File: src/bitp_pkg.sv
// constants and types of the interval timer with clock prescaler
// Functional notes
// oscillator input halved before internal use (the rc options here take every oscillator edge unhalved)
// peripheral clocks: undivided plus divide 2..4096
// stop gates peripheral clock, leaving restores it
// rc option drives oscillator output at f/4
// clock source follows nonvolatile option code
// 8-bit counter runs freely, no halt
// counter steps once per prescaler pulse
// wrap from ff to 00 sets overflow flag
// rc select moves counter to rc clock
// clear bit zeroes counter, self-clears next cycle
// stop with rc select keeps timer alive
// low three bits pick divide 8..1024
// one address: read count, write control
// software avoids bit ops on control
// timer pulses advance the watchdog counter
// control bit picks watchdog or plain timer
// watchdog mode select sits at bit 4
// reset clears counter and all control bits
// flag sticks until acknowledged, gated by enable
package bitp_pkg;
    // byte address shared by count (read) and control (write)
    localparam logic [7:0] BITP_ADDR_COUNT = 8'hec;
    // own registers for interrupt status, mask and stop control
    localparam logic [7:0] BITP_ADDR_STATUS = 8'hf0;
    localparam logic [7:0] BITP_ADDR_MASK = 8'hf4;
    localparam logic [7:0] BITP_ADDR_SYSCTL = 8'hf8;
    // control field positions
    localparam int BITP_SEL_LSB = 0;
    localparam int BITP_CLR_BIT = 3;
    localparam int BITP_WDT_BIT = 4;
    localparam int BITP_RC_BIT = 5;
    // values after reset
    localparam logic [7:0] BITP_CTRL_RST = 8'h00;
    localparam logic [7:0] BITP_COUNT_RST = 8'h00;
    // prescaler chain length: taps up to divide by 4096
    localparam int BITP_DIV_BITS = 12;
    // fixed offset of select code onto tap: code 0 is divide by 8
    localparam int BITP_SEL_BASE = 3;
    // rc option output divisor as a counter width (f/4)
    localparam int BITP_RCOUT_BITS = 2;
    // nonvolatile clock option codes
    typedef enum logic [2:0] {
        BITP_OPT_XTAL = 3'b000,
        BITP_OPT_EXT_RC = 3'b001,
        BITP_OPT_EXT_RC_CLKOUT = 3'b010,
        BITP_OPT_INT_FAST = 3'b011,
        BITP_OPT_INT_SLOW = 3'b100,
        BITP_OPT_INT_FAST_CLKOUT = 3'b101,
        BITP_OPT_INT_SLOW_CLKOUT = 3'b110
    } bitp_opt_type;
    // bit of the status register
    localparam int BITP_ST_OVF = 0;
endpackage

File: src/bitp_prescaler.sv
// prescaler chain producing one-cycle divided enables
`timescale 1ns/1ps
module bitp_prescaler #(
    parameter int DIV_BITS = bitp_pkg::BITP_DIV_BITS
) (
    input wire logic pclk,
    input wire logic presetn,
    input wire logic src_tick,
    input wire logic run,
    output logic [DIV_BITS:0] tick
);
    // binary counter of source ticks, stepped on pclk
    logic [DIV_BITS-1:0] cnt_q;
    logic [DIV_BITS-1:0] cnt_d;
    assign cnt_d = cnt_q + {{(DIV_BITS-1){1'b0}}, 1'b1};

    // advance only on a live source tick while not stopped
    always_ff @(posedge pclk or negedge presetn) begin
        if (!presetn) begin
            cnt_q <= '0;
        end else if (src_tick && run) begin
            cnt_q <= cnt_d;
        end
    end

    // tap k pulses once every 2**k source ticks; tap 0 is undivided
    assign tick[0] = src_tick && run;
    genvar k;
    generate
        for (k = 1; k <= DIV_BITS; k++) begin : g_tap
            assign tick[k] = src_tick && run && (cnt_q[k-1:0] == {k{1'b1}});
        end
    endgenerate
endmodule

File: src/bitp_timer.sv
// interval timer, prescaler control and clock option logic with apb slave
`timescale 1ns/1ps
module bitp_timer #(
    parameter int DIV_BITS = bitp_pkg::BITP_DIV_BITS
) (
    input wire logic pclk,
    input wire logic presetn,
    input wire logic psel,
    input wire logic penable,
    input wire logic pwrite,
    input wire logic [7:0] paddr,
    input wire logic [31:0] pwdata,
    input wire logic [3:0] pstrb,
    output logic [31:0] prdata,
    output logic pready,
    output logic pslverr,
    input wire logic osc_in,
    input wire logic rc_tick,
    input wire logic [2:0] clk_option,
    input wire logic irq_ack,
    output logic irq,
    output logic [DIV_BITS:0] periph_tick,
    output logic wdt_tick,
    output logic watchdog_mode_select,
    output logic rc_watchdog_select,
    output logic stopped,
    output logic osc_out,
    output logic osc_out_en
);
    // option decode
    logic opt_rc;
    logic opt_clkout;
    assign opt_rc = (clk_option == bitp_pkg::BITP_OPT_EXT_RC)
        || (clk_option == bitp_pkg::BITP_OPT_EXT_RC_CLKOUT);
    assign opt_clkout = (clk_option == bitp_pkg::BITP_OPT_EXT_RC_CLKOUT)
        || (clk_option == bitp_pkg::BITP_OPT_INT_FAST_CLKOUT)
        || (clk_option == bitp_pkg::BITP_OPT_INT_SLOW_CLKOUT);

    // halving flip-flop: osc_in is sampled, each rising edge toggles it
    logic osc_last_q;
    logic half_q;
    logic osc_rise;
    assign osc_rise = osc_in && !osc_last_q;
    // crystal path halves; rc path uses the raw oscillator edge
    logic src_tick;
    assign src_tick = opt_rc ? osc_rise : (osc_rise && half_q);

    always_ff @(posedge pclk or negedge presetn) begin
        if (!presetn) begin
            osc_last_q <= 1'b0;
            half_q <= 1'b0;
        end else begin
            osc_last_q <= osc_in;
            if (osc_rise) begin
                half_q <= !half_q;
            end
        end
    end

    // registers
    logic [7:0] ctrl_q;
    logic [7:0] count_q;
    logic [7:0] count_d;
    logic stop_q;
    logic status_q;
    logic mask_q;

    // apb decode; slave answers in the access cycle with no wait
    logic wr_en;
    logic rd_en;
    logic hit_count;
    logic hit_status;
    logic hit_mask;
    logic hit_sysctl;
    logic hit_any;
    assign pready = 1'b1;
    assign hit_count = (paddr == bitp_pkg::BITP_ADDR_COUNT);
    assign hit_status = (paddr == bitp_pkg::BITP_ADDR_STATUS);
    assign hit_mask = (paddr == bitp_pkg::BITP_ADDR_MASK);
    assign hit_sysctl = (paddr == bitp_pkg::BITP_ADDR_SYSCTL);
    assign hit_any = hit_count || hit_status || hit_mask || hit_sysctl;
    assign wr_en = psel && penable && pwrite && pstrb[0] && hit_any;
    // reads are served from the setup phase so that prdata is settled in access
    assign rd_en = psel && !penable && !pwrite;
    // unmapped addresses answer with an error, no effect
    assign pslverr = psel && penable && !hit_any;

    // stop holds the peripheral clock; rc mode keeps only the timer alive
    logic rc_sel;
    logic periph_run;
    assign rc_sel = ctrl_q[bitp_pkg::BITP_RC_BIT];
    assign periph_run = !stop_q;
    bitp_prescaler #(
        .DIV_BITS(DIV_BITS)
    ) u_pre (
        .pclk(pclk),
        .presetn(presetn),
        .src_tick(src_tick),
        .run(periph_run),
        .tick(periph_tick)
    );

    // select code 0 -> tap 3 (divide 8) .. code 7 -> tap 10 (divide 1024)
    logic [3:0] tap_idx;
    logic pre_pulse;
    logic count_pulse;
    assign tap_idx = 4'(ctrl_q[2:0]) + 4'(bitp_pkg::BITP_SEL_BASE);
    assign pre_pulse = periph_tick[tap_idx];
    // rc select swaps the counter onto the rc oscillator; runs through stop
    assign count_pulse = rc_sel ? rc_tick : pre_pulse;
    logic clr_req;
    assign clr_req = ctrl_q[bitp_pkg::BITP_CLR_BIT];
    logic wrap;
    assign wrap = count_pulse && !clr_req && (count_q == 8'hff);
    assign count_d = clr_req ? bitp_pkg::BITP_COUNT_RST : count_q + 8'h01;

    // counter: free running, no halt bit exists
    always_ff @(posedge pclk or negedge presetn) begin
        if (!presetn) begin
            count_q <= bitp_pkg::BITP_COUNT_RST;
        end else if (clr_req || count_pulse) begin
            count_q <= count_d;
        end
    end

    // control write; clear bit lives one cycle then drops by hardware
    logic ctrl_wr;
    assign ctrl_wr = wr_en && hit_count;
    always_ff @(posedge pclk or negedge presetn) begin
        if (!presetn) begin
            ctrl_q <= bitp_pkg::BITP_CTRL_RST;
        end else if (ctrl_wr) begin
            ctrl_q <= pwdata[7:0];
        end else begin
            ctrl_q[bitp_pkg::BITP_CLR_BIT] <= 1'b0;
        end
    end

    // stop control: written by the core's stop sequence, cleared to leave
    always_ff @(posedge pclk or negedge presetn) begin
        if (!presetn) begin
            stop_q <= 1'b0;
        end else if (wr_en && hit_sysctl) begin
            stop_q <= pwdata[0];
        end
    end

    // sticky overflow flag: set wins over ack and write-one clear
    logic ovf_clr;
    assign ovf_clr = irq_ack || (wr_en && hit_status && pwdata[bitp_pkg::BITP_ST_OVF]);
    always_ff @(posedge pclk or negedge presetn) begin
        if (!presetn) begin
            status_q <= 1'b0;
            mask_q <= 1'b0;
        end else begin
            if (wrap) begin
                status_q <= 1'b1;
            end else if (ovf_clr) begin
                status_q <= 1'b0;
            end
            if (wr_en && hit_mask) begin
                mask_q <= pwdata[bitp_pkg::BITP_ST_OVF];
            end
        end
    end
    assign irq = status_q && mask_q;

    // read data: the shared address returns the count, never control
    logic [31:0] rd_mux;
    assign rd_mux = hit_count ? {24'h0, count_q} :
        hit_status ? {31'h0, status_q} :
        hit_mask ? {31'h0, mask_q} :
        hit_sysctl ? {31'h0, stop_q} : 32'h0;
    always_ff @(posedge pclk or negedge presetn) begin
        if (!presetn) begin
            prdata <= 32'h0;
        end else if (rd_en) begin
            prdata <= rd_mux; // captured in setup, stable through access
        end
    end

    // watchdog advance pulse registered from each counter step
    always_ff @(posedge pclk or negedge presetn) begin
        if (!presetn) begin
            wdt_tick <= 1'b0;
        end else begin
            wdt_tick <= count_pulse && !clr_req;
        end
    end
    assign watchdog_mode_select = ctrl_q[bitp_pkg::BITP_WDT_BIT];
    assign rc_watchdog_select = rc_sel;
    assign stopped = stop_q;

    // clock output at oscillator / 4 in the rc-with-output option
    logic [bitp_pkg::BITP_RCOUT_BITS-1:0] out_div_q;
    always_ff @(posedge pclk or negedge presetn) begin
        if (!presetn) begin
            out_div_q <= '0;
            osc_out <= 1'b0;
        end else begin
            if (osc_rise) begin
                out_div_q <= out_div_q + 2'b01;
            end
            osc_out <= out_div_q[bitp_pkg::BITP_RCOUT_BITS-1];
        end
    end
    assign osc_out_en = opt_rc && opt_clkout;

    // checks below all run on pclk and are muted while reset is low
    // those on registered state look one edge after the cause, since
    // every register here updates on the edge that samples its cause
    // count bumps by one per pulse absent clear
    a_count_step: assert property (@(posedge pclk) disable iff (!presetn)
        (count_pulse && !clr_req) |=> (count_q == $past(count_q) + 8'h01))
        else $error("count did not step");
    // clear bit lives one cycle, then count is zero and the bit has dropped
    a_clear_bit: assert property (@(posedge pclk) disable iff (!presetn)
        (ctrl_wr && pwdata[bitp_pkg::BITP_CLR_BIT]) |=> clr_req ##1
        ((count_q == 8'h00) && (!clr_req || $past(ctrl_wr))))
        else $error("clear bit misbehaved");
    // wrap sets the flag next cycle
    a_wrap_flag: assert property (@(posedge pclk) disable iff (!presetn)
        wrap |=> status_q)
        else $error("overflow flag missing");
    // irq only while flag and enable
    a_irq_gate: assert property (@(posedge pclk) disable iff (!presetn)
        irq == (status_q && mask_q))
        else $error("irq gating wrong");
    // flag holds absent clear
    a_flag_hold: assert property (@(posedge pclk) disable iff (!presetn)
        (status_q && !ovf_clr) |=> status_q)
        else $error("flag dropped");
    // no peripheral tick while stopped
    a_stop_gate: assert property (@(posedge pclk) disable iff (!presetn)
        stop_q |-> (periph_tick == '0))
        else $error("tick in stop");
    // rc select counts rc ticks even in stop
    a_rc_count: assert property (@(posedge pclk) disable iff (!presetn)
        (rc_sel && rc_tick && !clr_req && stop_q) |=> count_q != $past(count_q))
        else $error("rc count stalled");
    // read of shared address returns the count
    a_read_count: assert property (@(posedge pclk) disable iff (!presetn)
        (rd_en && hit_count) |=> prdata[7:0] == $past(count_q))
        else $error("read not count");
    // watchdog pulse follows counter step
    a_wdt_tick: assert property (@(posedge pclk) disable iff (!presetn)
        (count_pulse && !clr_req) |=> wdt_tick)
        else $error("watchdog pulse missing");
    // rc option takes every oscillator edge as a source tick
    a_src_rc: assert property (@(posedge pclk) disable iff (!presetn)
        opt_rc |-> (src_tick == osc_rise))
        else $error("rc source wrong");
    // other options pass only every second edge
    a_src_half: assert property (@(posedge pclk) disable iff (!presetn)
        (!opt_rc && osc_rise) |-> (src_tick == half_q))
        else $error("halved source wrong");
    // halving flip-flop toggles on each oscillator edge
    a_half_toggle: assert property (@(posedge pclk) disable iff (!presetn)
        osc_rise |=> (half_q != $past(half_q)))
        else $error("halving stalled");
    // undivided tap follows the source while running
    a_tick_base: assert property (@(posedge pclk) disable iff (!presetn)
        (src_tick && !stop_q) |-> periph_tick[0])
        else $error("undivided tick missing");
    // clear request forces zero on the next edge
    a_clear_zero: assert property (@(posedge pclk) disable iff (!presetn)
        clr_req |=> (count_q == 8'h00))
        else $error("clear ignored");
    // clear bit drops by itself unless rewritten
    a_clear_drop: assert property (@(posedge pclk) disable iff (!presetn)
        (clr_req && !ctrl_wr) |=> !clr_req)
        else $error("clear bit stuck");
    // wrap lands on zero
    a_wrap_zero: assert property (@(posedge pclk) disable iff (!presetn)
        wrap |=> (count_q == 8'h00))
        else $error("wrap not zero");
    // count moves only on a pulse or a clear
    a_count_hold: assert property (@(posedge pclk) disable iff (!presetn)
        (!count_pulse && !clr_req) |=> $stable(count_q))
        else $error("count moved");
    // stop without rc select freezes the count
    a_stop_frozen: assert property (@(posedge pclk) disable iff (!presetn)
        (stop_q && !rc_sel && !clr_req) |=> $stable(count_q))
        else $error("count ran in stop");
    // mode bits take the written value
    a_ctrl_write: assert property (@(posedge pclk) disable iff (!presetn)
        ctrl_wr |=> (ctrl_q[7:4] == $past(pwdata[7:4])))
        else $error("mode bits not written");
    // select code takes the written value
    a_sel_write: assert property (@(posedge pclk) disable iff (!presetn)
        ctrl_wr |=> (ctrl_q[2:0] == $past(pwdata[2:0])))
        else $error("select not written");
    // a write without lane zero changes nothing
    a_strobe_refuse: assert property (@(posedge pclk) disable iff (!presetn)
        (psel && penable && pwrite && !pstrb[0]) |=> ($stable(ctrl_q[7:4])
        && $stable(ctrl_q[2:0]) && $stable(stop_q) && $stable(mask_q)))
        else $error("masked write took effect");
    // a write to an unmapped address changes nothing
    a_unmapped_none: assert property (@(posedge pclk) disable iff (!presetn)
        (psel && penable && pwrite && !hit_any) |=> ($stable(ctrl_q[7:4])
        && $stable(stop_q) && $stable(mask_q)))
        else $error("unmapped write took effect");
    // clear without a new wrap empties the flag
    a_flag_clear: assert property (@(posedge pclk) disable iff (!presetn)
        (ovf_clr && !wrap) |=> !status_q)
        else $error("flag not cleared");
    // only a wrap raises the flag
    a_flag_source: assert property (@(posedge pclk) disable iff (!presetn)
        (!status_q && !wrap) |=> !status_q)
        else $error("flag rose without wrap");
    // interrupt enable takes the written value
    a_mask_write: assert property (@(posedge pclk) disable iff (!presetn)
        (wr_en && hit_mask) |=> (mask_q == $past(pwdata[0])))
        else $error("enable not written");
    // stop bit takes the written value
    a_stop_write: assert property (@(posedge pclk) disable iff (!presetn)
        (wr_en && hit_sysctl) |=> (stop_q == $past(pwdata[0])))
        else $error("stop not written");
    // no watchdog pulse without a counter step
    a_wdt_source: assert property (@(posedge pclk) disable iff (!presetn)
        !(count_pulse && !clr_req) |=> !wdt_tick)
        else $error("stray watchdog pulse");
    // clock output drives only in the rc-with-output option
    a_out_enable: assert property (@(posedge pclk) disable iff (!presetn)
        osc_out_en |-> (clk_option == bitp_pkg::BITP_OPT_EXT_RC_CLKOUT))
        else $error("clock output in wrong option");
    // clock output is the top bit of the edge counter
    a_out_follow: assert property (@(posedge pclk) disable iff (!presetn)
        osc_out == $past(out_div_q[bitp_pkg::BITP_RCOUT_BITS-1]))
        else $error("clock output wrong");
    // rc select steps the count on each rc tick
    a_rc_path: assert property (@(posedge pclk) disable iff (!presetn)
        (rc_sel && rc_tick && !clr_req) |=> (count_q == $past(count_q) + 8'h01))
        else $error("rc tick not counted");
    // without rc select the rc tick is ignored
    a_sys_path: assert property (@(posedge pclk) disable iff (!presetn)
        (!rc_sel && rc_tick && !pre_pulse && !clr_req) |=> $stable(count_q))
        else $error("rc tick counted");
endmodule

File: config.mk
export PLATFORM = sky130hd
export DESIGN_NAME = bitp_timer
export DESIGN_NICKNAME = d
export VERILOG_FILES = /design/src/bitp_pkg.sv /design/src/bitp_prescaler.sv /design/src/bitp_timer.sv
export SDC_FILE = /design/constraint.sdc
export NUM_CORES = 1
export LEC_CHECK = 0
export BUFFER_PORTS_ARGS = -buffer_cell sky130_fd_sc_hd__buf_2
export CAP_MARGIN = 20
export CORE_MARGIN = 2
export CORE_UTILIZATION = 48
export DETAILED_ROUTE_END_ITERATION = 12
export MAX_ROUTING_LAYER = met4
export PLACE_DENSITY = 0.79
export SETUP_SLACK_MARGIN = 0.1
export SLEW_MARGIN = 20
export SYNTH_ARGS = -nofsm -noshare
export SYNTH_HDL_FRONTEND = slang
export SYNTH_HIERARCHICAL = 1
export SYNTH_SLANG_ARGS = --single-unit
File: constraint.sdc
create_clock -name pclk -period 3.1 [get_ports pclk]
set_input_delay 0.93 -clock pclk [delete_from_list [all_inputs] [get_ports pclk]]
set_output_delay 0.93 -clock pclk [all_outputs]
set_load 0.02 [all_outputs]
# After elaboration in Yosys (flattened, before gate mapping)
# Index checks and enable logic that the tools add are counted.
totals:
  reg_bits: 67
  elab_cells: 97
  inputBits: 55
  out_inout_bits: 54
classes:
  addsub: 4
  n_lt_le_gt_ge: 1
  muxes: 12
  eq_ne: 20
  n_reduce_logical: 47
op_table:
  columns: ["operator", "count"]
  rows:
  - ["== test 8 bit (second input constant)", 6]
  - ["logical AND 1 bit", 31]
  - ["2-to-1 mux 8 bit", 2]
  - ["adder 12 x 1 -> 12 bit (second input constant)", 1]
  - ["== test 12 bit (second input constant)", 1]
  - ["== test 11 bit (second input constant)", 1]
  - ["== test 10 bit (second input constant)", 1]
  - ["== test 3 bit (second input constant)", 3]
  - ["== test 9 bit (second input constant)", 1]
  - ["2-to-1 mux 1 bit", 9]
  - ["adder 8 x 1 -> 8 bit (second input constant)", 1]
  - ["logical OR 1 bit", 8]
  - ["== test 7 bit (second input constant)", 1]
  - ["logical NOT 1 bit", 7]
  - ["== test 6 bit (second input constant)", 1]
  - ["== test 5 bit (second input constant)", 1]
  - ["< comparator 4 x 5 -> 1 bit (second input constant)", 1]
  - ["adder 3 x 2 -> 4 bit (second input constant)", 1]
  - ["binary-select mux 1 bit (select 4 bit)", 1]
  - ["== test 4 bit (second input constant)", 1]
  - ["== test 3 x 1 -> 1 bit (second input constant)", 1]
  - ["== test 3 x 2 -> 1 bit (second input constant)", 1]
  - ["adder 2 x 1 -> 2 bit (second input constant)", 1]
  - ["== test 2 bit (second input constant)", 1]
  - ["nonzero test 2 bit", 1]

# Depth between registers and ports, before layout
depth:
  depth_word: 12
  mapped_depth: 13

# Cells and area by module
# The synthesis kept the hierarchy.
modules_own_cells:
  columns: ["module", "cells_each", "instances", "seq_area_each_um2", "area_per_inst_um2"]
  rows:
  - ["bitp_timer", 175, 1, 775.7, 1825.5]
  - ["bitp_prescaler", 64, 1, 300.3, 684.4]

# Worst setup path before layout
# OpenSTA, ideal clock, no wires.
synth_path:
  path_kind: "input port to flip-flop"
  start: "input clk_option[0]"
  end: "register count_q[4]"
  setup_ps: 78
  path_stages: 12
  path_buffers: 0
  slack_ps: -562
  arrival_ps: 3584
  path_cell_list: "xnor2_1 > nor2_1 > nor2_1 > nor2_1 > nand4_1 > nor4_2 > and2_1 > and4_2 > a211o_1 > a31oi_4 > or4_2 > a21oi_1"
synth_via:
  elab_chain_cells: 9
  elab_cells_between_ends: 21
  classes_between: "eq/ne: 2; mux: 4; reduce/logical: 15"
synth_rtl:
  columns: ["element", "line_no", "text"]
  rows:
  - ["from (decl)", "bitp_timer.sv:19", "input wire logic [2:0] clk_option,"]
  - ["== test 3 x 1 -> 1 bit or == test 3 x 2 -> 1 bit (tied branches)", "bitp_timer.sv:33, bitp_timer.sv:34", null]
  - ["logical OR 1 bit (*)", "bitp_timer.sv:34", "|| (clk_option == bitp_pkg::BITP_OPT_EXT_RC_CLKOUT);"]
  - ["2-to-1 mux 1 bit (*)", "bitp_timer.sv:46", "assign src_tick = opt_rc ? osc_rise : (osc_rise && half_q);"]
  - ["named net src_tick", "bitp_timer.sv:45", "logic src_tick;"]
  - ["logical AND 1 bit (*) (2 in a row)", "bitp_prescaler.sv:31", "assign tick[k] = src_tick && run && (cnt_q[k-1:0] == {k{1'b1}});"]
  - ["named net periph_tick[11]", "bitp_timer.sv:22", "output logic [DIV_BITS:0] periph_tick,"]
  - ["binary-select mux 1 bit (select 4 bit) (*)", "bitp_timer.sv:108", "assign pre_pulse = periph_tick[tap_idx];"]
  - ["2-to-1 mux 1 bit (implied by the code) (*)", "bitp_timer.sv:108", null]
  - ["2-to-1 mux 1 bit (*)", "bitp_timer.sv:110", "assign count_pulse = rc_sel ? rc_tick : pre_pulse;"]
  - ["logical OR 1 bit (*)", "bitp_timer.sv:121", "end else if (clr_req || count_pulse) begin"]
  - ["to (signal assigned)", "bitp_timer.sv:120", "count_q <= bitp_pkg::BITP_COUNT_RST;"]
  - ["to (signal assigned)", "bitp_timer.sv:122", "count_q <= count_d;"]
  - ["to (decl)", "bitp_timer.sv:62", "logic [7:0] count_q;"]
# The timed path passes the listed nets; every way through them passes the cells marked *. The select of a mux whose other input is x is not followed.
# A chain may end at the register's enable or synchronous reset.

# Final worst setup path
layout_path:
  start: "input clk_option[1]"
  end: "register count_q[6]"
layout_via:
  elab_chain_cells: 9
  elab_cells_between_ends: 21
  classes_between: "eq/ne: 2; mux: 4; reduce/logical: 15"
layout_rtl:
  columns: ["element", "line_no"]
  rows:
  - ["== test 3 x 1 -> 1 bit or == test 3 x 2 -> 1 bit (tied branches)", "bitp_timer.sv:33, bitp_timer.sv:34"]
  - ["logical OR 1 bit (*)", "bitp_timer.sv:34"]
  - ["2-to-1 mux 1 bit (*)", "bitp_timer.sv:46"]
  - ["named net src_tick", "bitp_timer.sv:45"]
  - ["logical AND 1 bit (*)", "bitp_prescaler.sv:27, bitp_prescaler.sv:31"]
  - ["logical AND 1 bit", "bitp_prescaler.sv:31"]
  - ["binary-select mux 1 bit (select 4 bit) (*)", "bitp_timer.sv:108"]
  - ["2-to-1 mux 1 bit (implied by the code) (*)", "bitp_timer.sv:108"]
  - ["2-to-1 mux 1 bit (*)", "bitp_timer.sv:110"]
  - ["logical OR 1 bit (*)", "bitp_timer.sv:121"]
# Marked as above.

==> key figures <==
Clock network
  – Clk buf depth: 2
  – TritonCTS buffer count: 5
  – Clk pin slew, worst setup/hold paths: ~80 ps
  – CTS tree: built
  – # hold bufs at CTS: 0
  – Root Driver: clkbuf_8
  – TritonCTS Sinks: 43
  – Clk_lat worst skew: around 300 ps
  – H-tree Lvls: 2

Global route
  – Initial antenna violation count: 0
  – Global-route wire length before repair: about 9 mm
  – Vias in the first global route: ~2,000
  – Largest net degree at the start of global routing: 44
  – Overflow after GRT: 0
  – Gr usage total: around 20%

Min path
  – Hold Path Stages: 0
  – Hold WC Path Type: reg -> reg
  – Hold Path End: osc_out
  – Hold Startpoint: out_div_q[1]

Critical path
  – Worst-path fanout max: 6
  – Worst R2R End: count_q[6]
  – Critical Path RT: roughly 3300 ps
  – Cell breakdown of the critical path: buf_6 > xnor2_2 > nor2_2 > nor2_2 > nor2_4 > buf_4 > and3_2 > mux4_2 > or3_4 > a31oi_4 > buf_12 > nor3_4 > mux2_4
  – Most Frequent Cell on Critical Path: nor2_2
  – Startpoint type of the worst setup path: input pin
  – R2R cell count: 11
  – Worst R2R Start: u_pre/cnt_q[0]
  – Worst EP arrival: roughly 3400 ps
  – CP max stage cell: mux4_2
  – Critical path's largest stage delay: about 450 ps
  – CP Capture Type: register
  – Setup CP Type: in -> reg
  – FF-to-FF setup slack: about 240 ps

Power
  – PwrDens: 387 nW/um^2
  – Flop pwr share: 50.3%
  – Sw Pwr: around 0.00034 W
  – Power Internal: approximately 0.00093 W
  – LEAKAGE: 1.68 nW
  – Clock power frac: around 36%
  – Logic pwr share: about 14%
  – Switching share of total power: a little over a quarter
  – VDD IR max: roughly 380 uV
  – Power Total: 0.00127 W

Finish
  – Share of layout cells above drive strength 1: approximately 44%
  – Fin nets: around 380
  – Antenna cells: 0
  – Footprint of the multi-input gates: about 1400 um^2
  – Filler cell count: about 430
  – Register area: between 1000 and 1500 um^2
  – Area grow syn2layout: 30.9%
  – Filler-free cell count of the finished design: approximately 390

Synth
  – Post-Syn Area: 2510 um^2
  – Yosys warns: 6
  – Synth Register Bits: 43
  – Post-synth EDFFs: 0
  – Seq/Total Area, Yosys: around 43%
  – Mapped Cells: ~240
  – Async SR Flop Fraction: 100%
  – Prevailing post-synth register cell: dfrtp_1
  – Post-synth top cells: dfrtp_1, buf_4, nand2_1
  – Syn Area/Cell: 10.5 um^2
  – Most frequent cell after synthesis: dfrtp_1
  – Synth top area cells: dfrtp_1, buf_4, mux2_2
  – Netlist cell types: 50
  – Synth top area share: a little over two fifths
  – Post-synthesis cell type with the largest combined area: dfrtp_1

STA
  – # setup viols final: 5
  – Setup TNS: -234 ps
  – Clock Skews: approximately 9 ps
  – Slew HR: 39.0%
  – Endpoints failing hold: 0
  – Final max-slew violation count: 0
  – Post-route clock period utilization: 102%
  – Fin worst setup slack: -65.8 ps
  – Worst slew pin tran: around 910 ps
  – Fmax: around 320 MHz
  – RSZ-0062 raised after global routing: true
  – Final Critical Period: 3170 ps

Die
  – IO Count: 109
  – Die width: approximately 76 um
  – Core Area: roughly 5100 um^2
  – Initial Utilization: 49.5%
  – Die H: 76.3 um
  – Die footprint: just under 6000 um^2
  – Num rows: 26

Place
  – RD Place Congestion: a little over 0.9
  – Count of input and output buffers: 54
  – Detailed placement HPWL: 3.86 mm
  – Placed cells: 377

Detailed routing
  – Drt pass-1 iters: 4
  – Remaining antenna violation count: 0
  – Avg WL per Cell: around 14 um
  – Iter 0 DRT Violations: 90
  – Total number of vias: around 2,000
  – Routed WL: 5.44 mm
  – Drc violations: 0
  – Vias per cell: between 5 and 6

Flow run
  – Max Cap Viol: 0

Outcome
  – Failing checks: setup timing
  – Status: finished with violations
registers in the layout, indices dropped and copies added (netlist names):
name,cells
ctrl_q,6
out_div_q,2
wdt_tick,1
status_q,1
stopped,1
half_q,1
u_pre/cnt_q,12
count_q,8
osc_last_q,1
osc_out,1
prdata,8
mask_q,1
worst max path at each step:
stage / startpoint / end / slack [ps] / cells after the start
2_1_floorplan: clk_option[0] / count_q[4] / -260 / 12
3_3_place_gp: clk_option[0] / count_q[3] / -460 / 13
3_5_place_dp: clk_option[0] / count_q[3] / -530 / 13
4_1_cts: clk_option[0] / periph_tick[12] / -110 / 10
5_1_grt: clk_option[1] / periph_tick[10] / -140 / 10
6_report: clk_option[1] / count_q[6] / -70 / 13
logic make-up after synthesis:
family	after synthesis	share of synthesized area [%]
XOR/XNOR	14	4.89
multiplexers	12	7.18
AO/OA/AOI/OAI	34	9.62
AND/OR/NAND/NOR	86	20.9
flip-flops	43	42.9
adder cells (fa/ha/maj)	6	2.99
buffers and inverters	42	11.3
other	2	0.299
worst max-delay path: cells and delay by family:
family | cells | cell delay, ps
buffers and inverters | 3 | 400
AOI/OAI and AO/OA | 1 | 240
and+or+nand+nor | 6 | 870
xor gates and xnor gates | 1 | 160
muxes | 2 | 760
placed cells by master, fill, tap and decap left out, types with 3 or more instances in the layout:
| master | netlist | routed |
|---|---|---|
| nor3_4 | 0 | 4 |
| o21ai_0 | 8 | 8 |
| nand4_1 | 5 | 5 |
| or4_4 | 0 | 3 |
| buf_2 | 0 | 40 |
| nor2_1 | 14 | 10 |
| nand2_1 | 16 | 16 |
| a22o_1 | 7 | 7 |
| ha_1 | 6 | 6 |
| o31ai_1 | 4 | 4 |
| inv_1 | 12 | 12 |
| nand3_1 | 7 | 7 |
| nor4_1 | 4 | 3 |
| clkbuf_8 | 1 | 6 |
| or3_4 | 1 | 3 |
| dfrtp_1 | 43 | 43 |
| conb_1 | 2 | 25 |
| buf_4 | 25 | 26 |
| nor3_1 | 8 | 6 |
| a21oi_2 | 0 | 3 |
| xnor2_1 | 7 | 6 |
| and3_2 | 5 | 5 |
| xor2_1 | 7 | 7 |
| mux2_2 | 7 | 7 |
| mux4_2 | 2 | 3 |
| buf_6 | 2 | 16 |
| a21oi_1 | 8 | 5 |
stage by stage:
stage,instance area [um^2],util [%],hold WS (ps),worst slack (ps)
2_1_floorplan,2640,-,373,-264
3_3_place_gp,2910,57.4,385,-464
3_5_place_dp,2910,57.4,386,-525
4_1_cts,3200,63.1,424,-113
5_1_grt,3280,64.7,431,-141
6_report,3280,64.7,417,-65.8
routing by layer:
layer  up-vias  global-route usage (%)  routed length (um)
met2        57                    35.8                2870
li1        969                       -                   -
met1       984                    21.0                2180
met3        10                    5.69                 284
met4         0                    7.27                 117
met5         -                       -                   0
repair_timing:
item,4_1_cts,5_1_grt
pin swaps,13,12
resized for setup,32,17
gates cloned,0,0
setup buffers,8,2
endpoints found under the setup margin,23,23
power groups by stage:
stage	logic [W]	registers, W	clock network [W]
3_5_place_dp	0.000157	0.000650	0
6_report	0.000178	0.000640	0.000454
2_1_floorplan	0.000116	0.000651	0
3_3_place_gp	0.000150	0.000648	0
5_1_grt	0.000198	0.000646	0.000492
4_1_cts	0.000173	0.000641	0.000469
layout make-up:
type                    instances  area share, %
clock buffers                   6           2.51
clock inverters                 2           1.07
inverters                      13           1.49
multi-input cells             177           41.4
flip-flops and latches         43           32.8
well taps                      70           2.67
repair buffers                 83           18.1
Power figures use the tool's default switching activity.
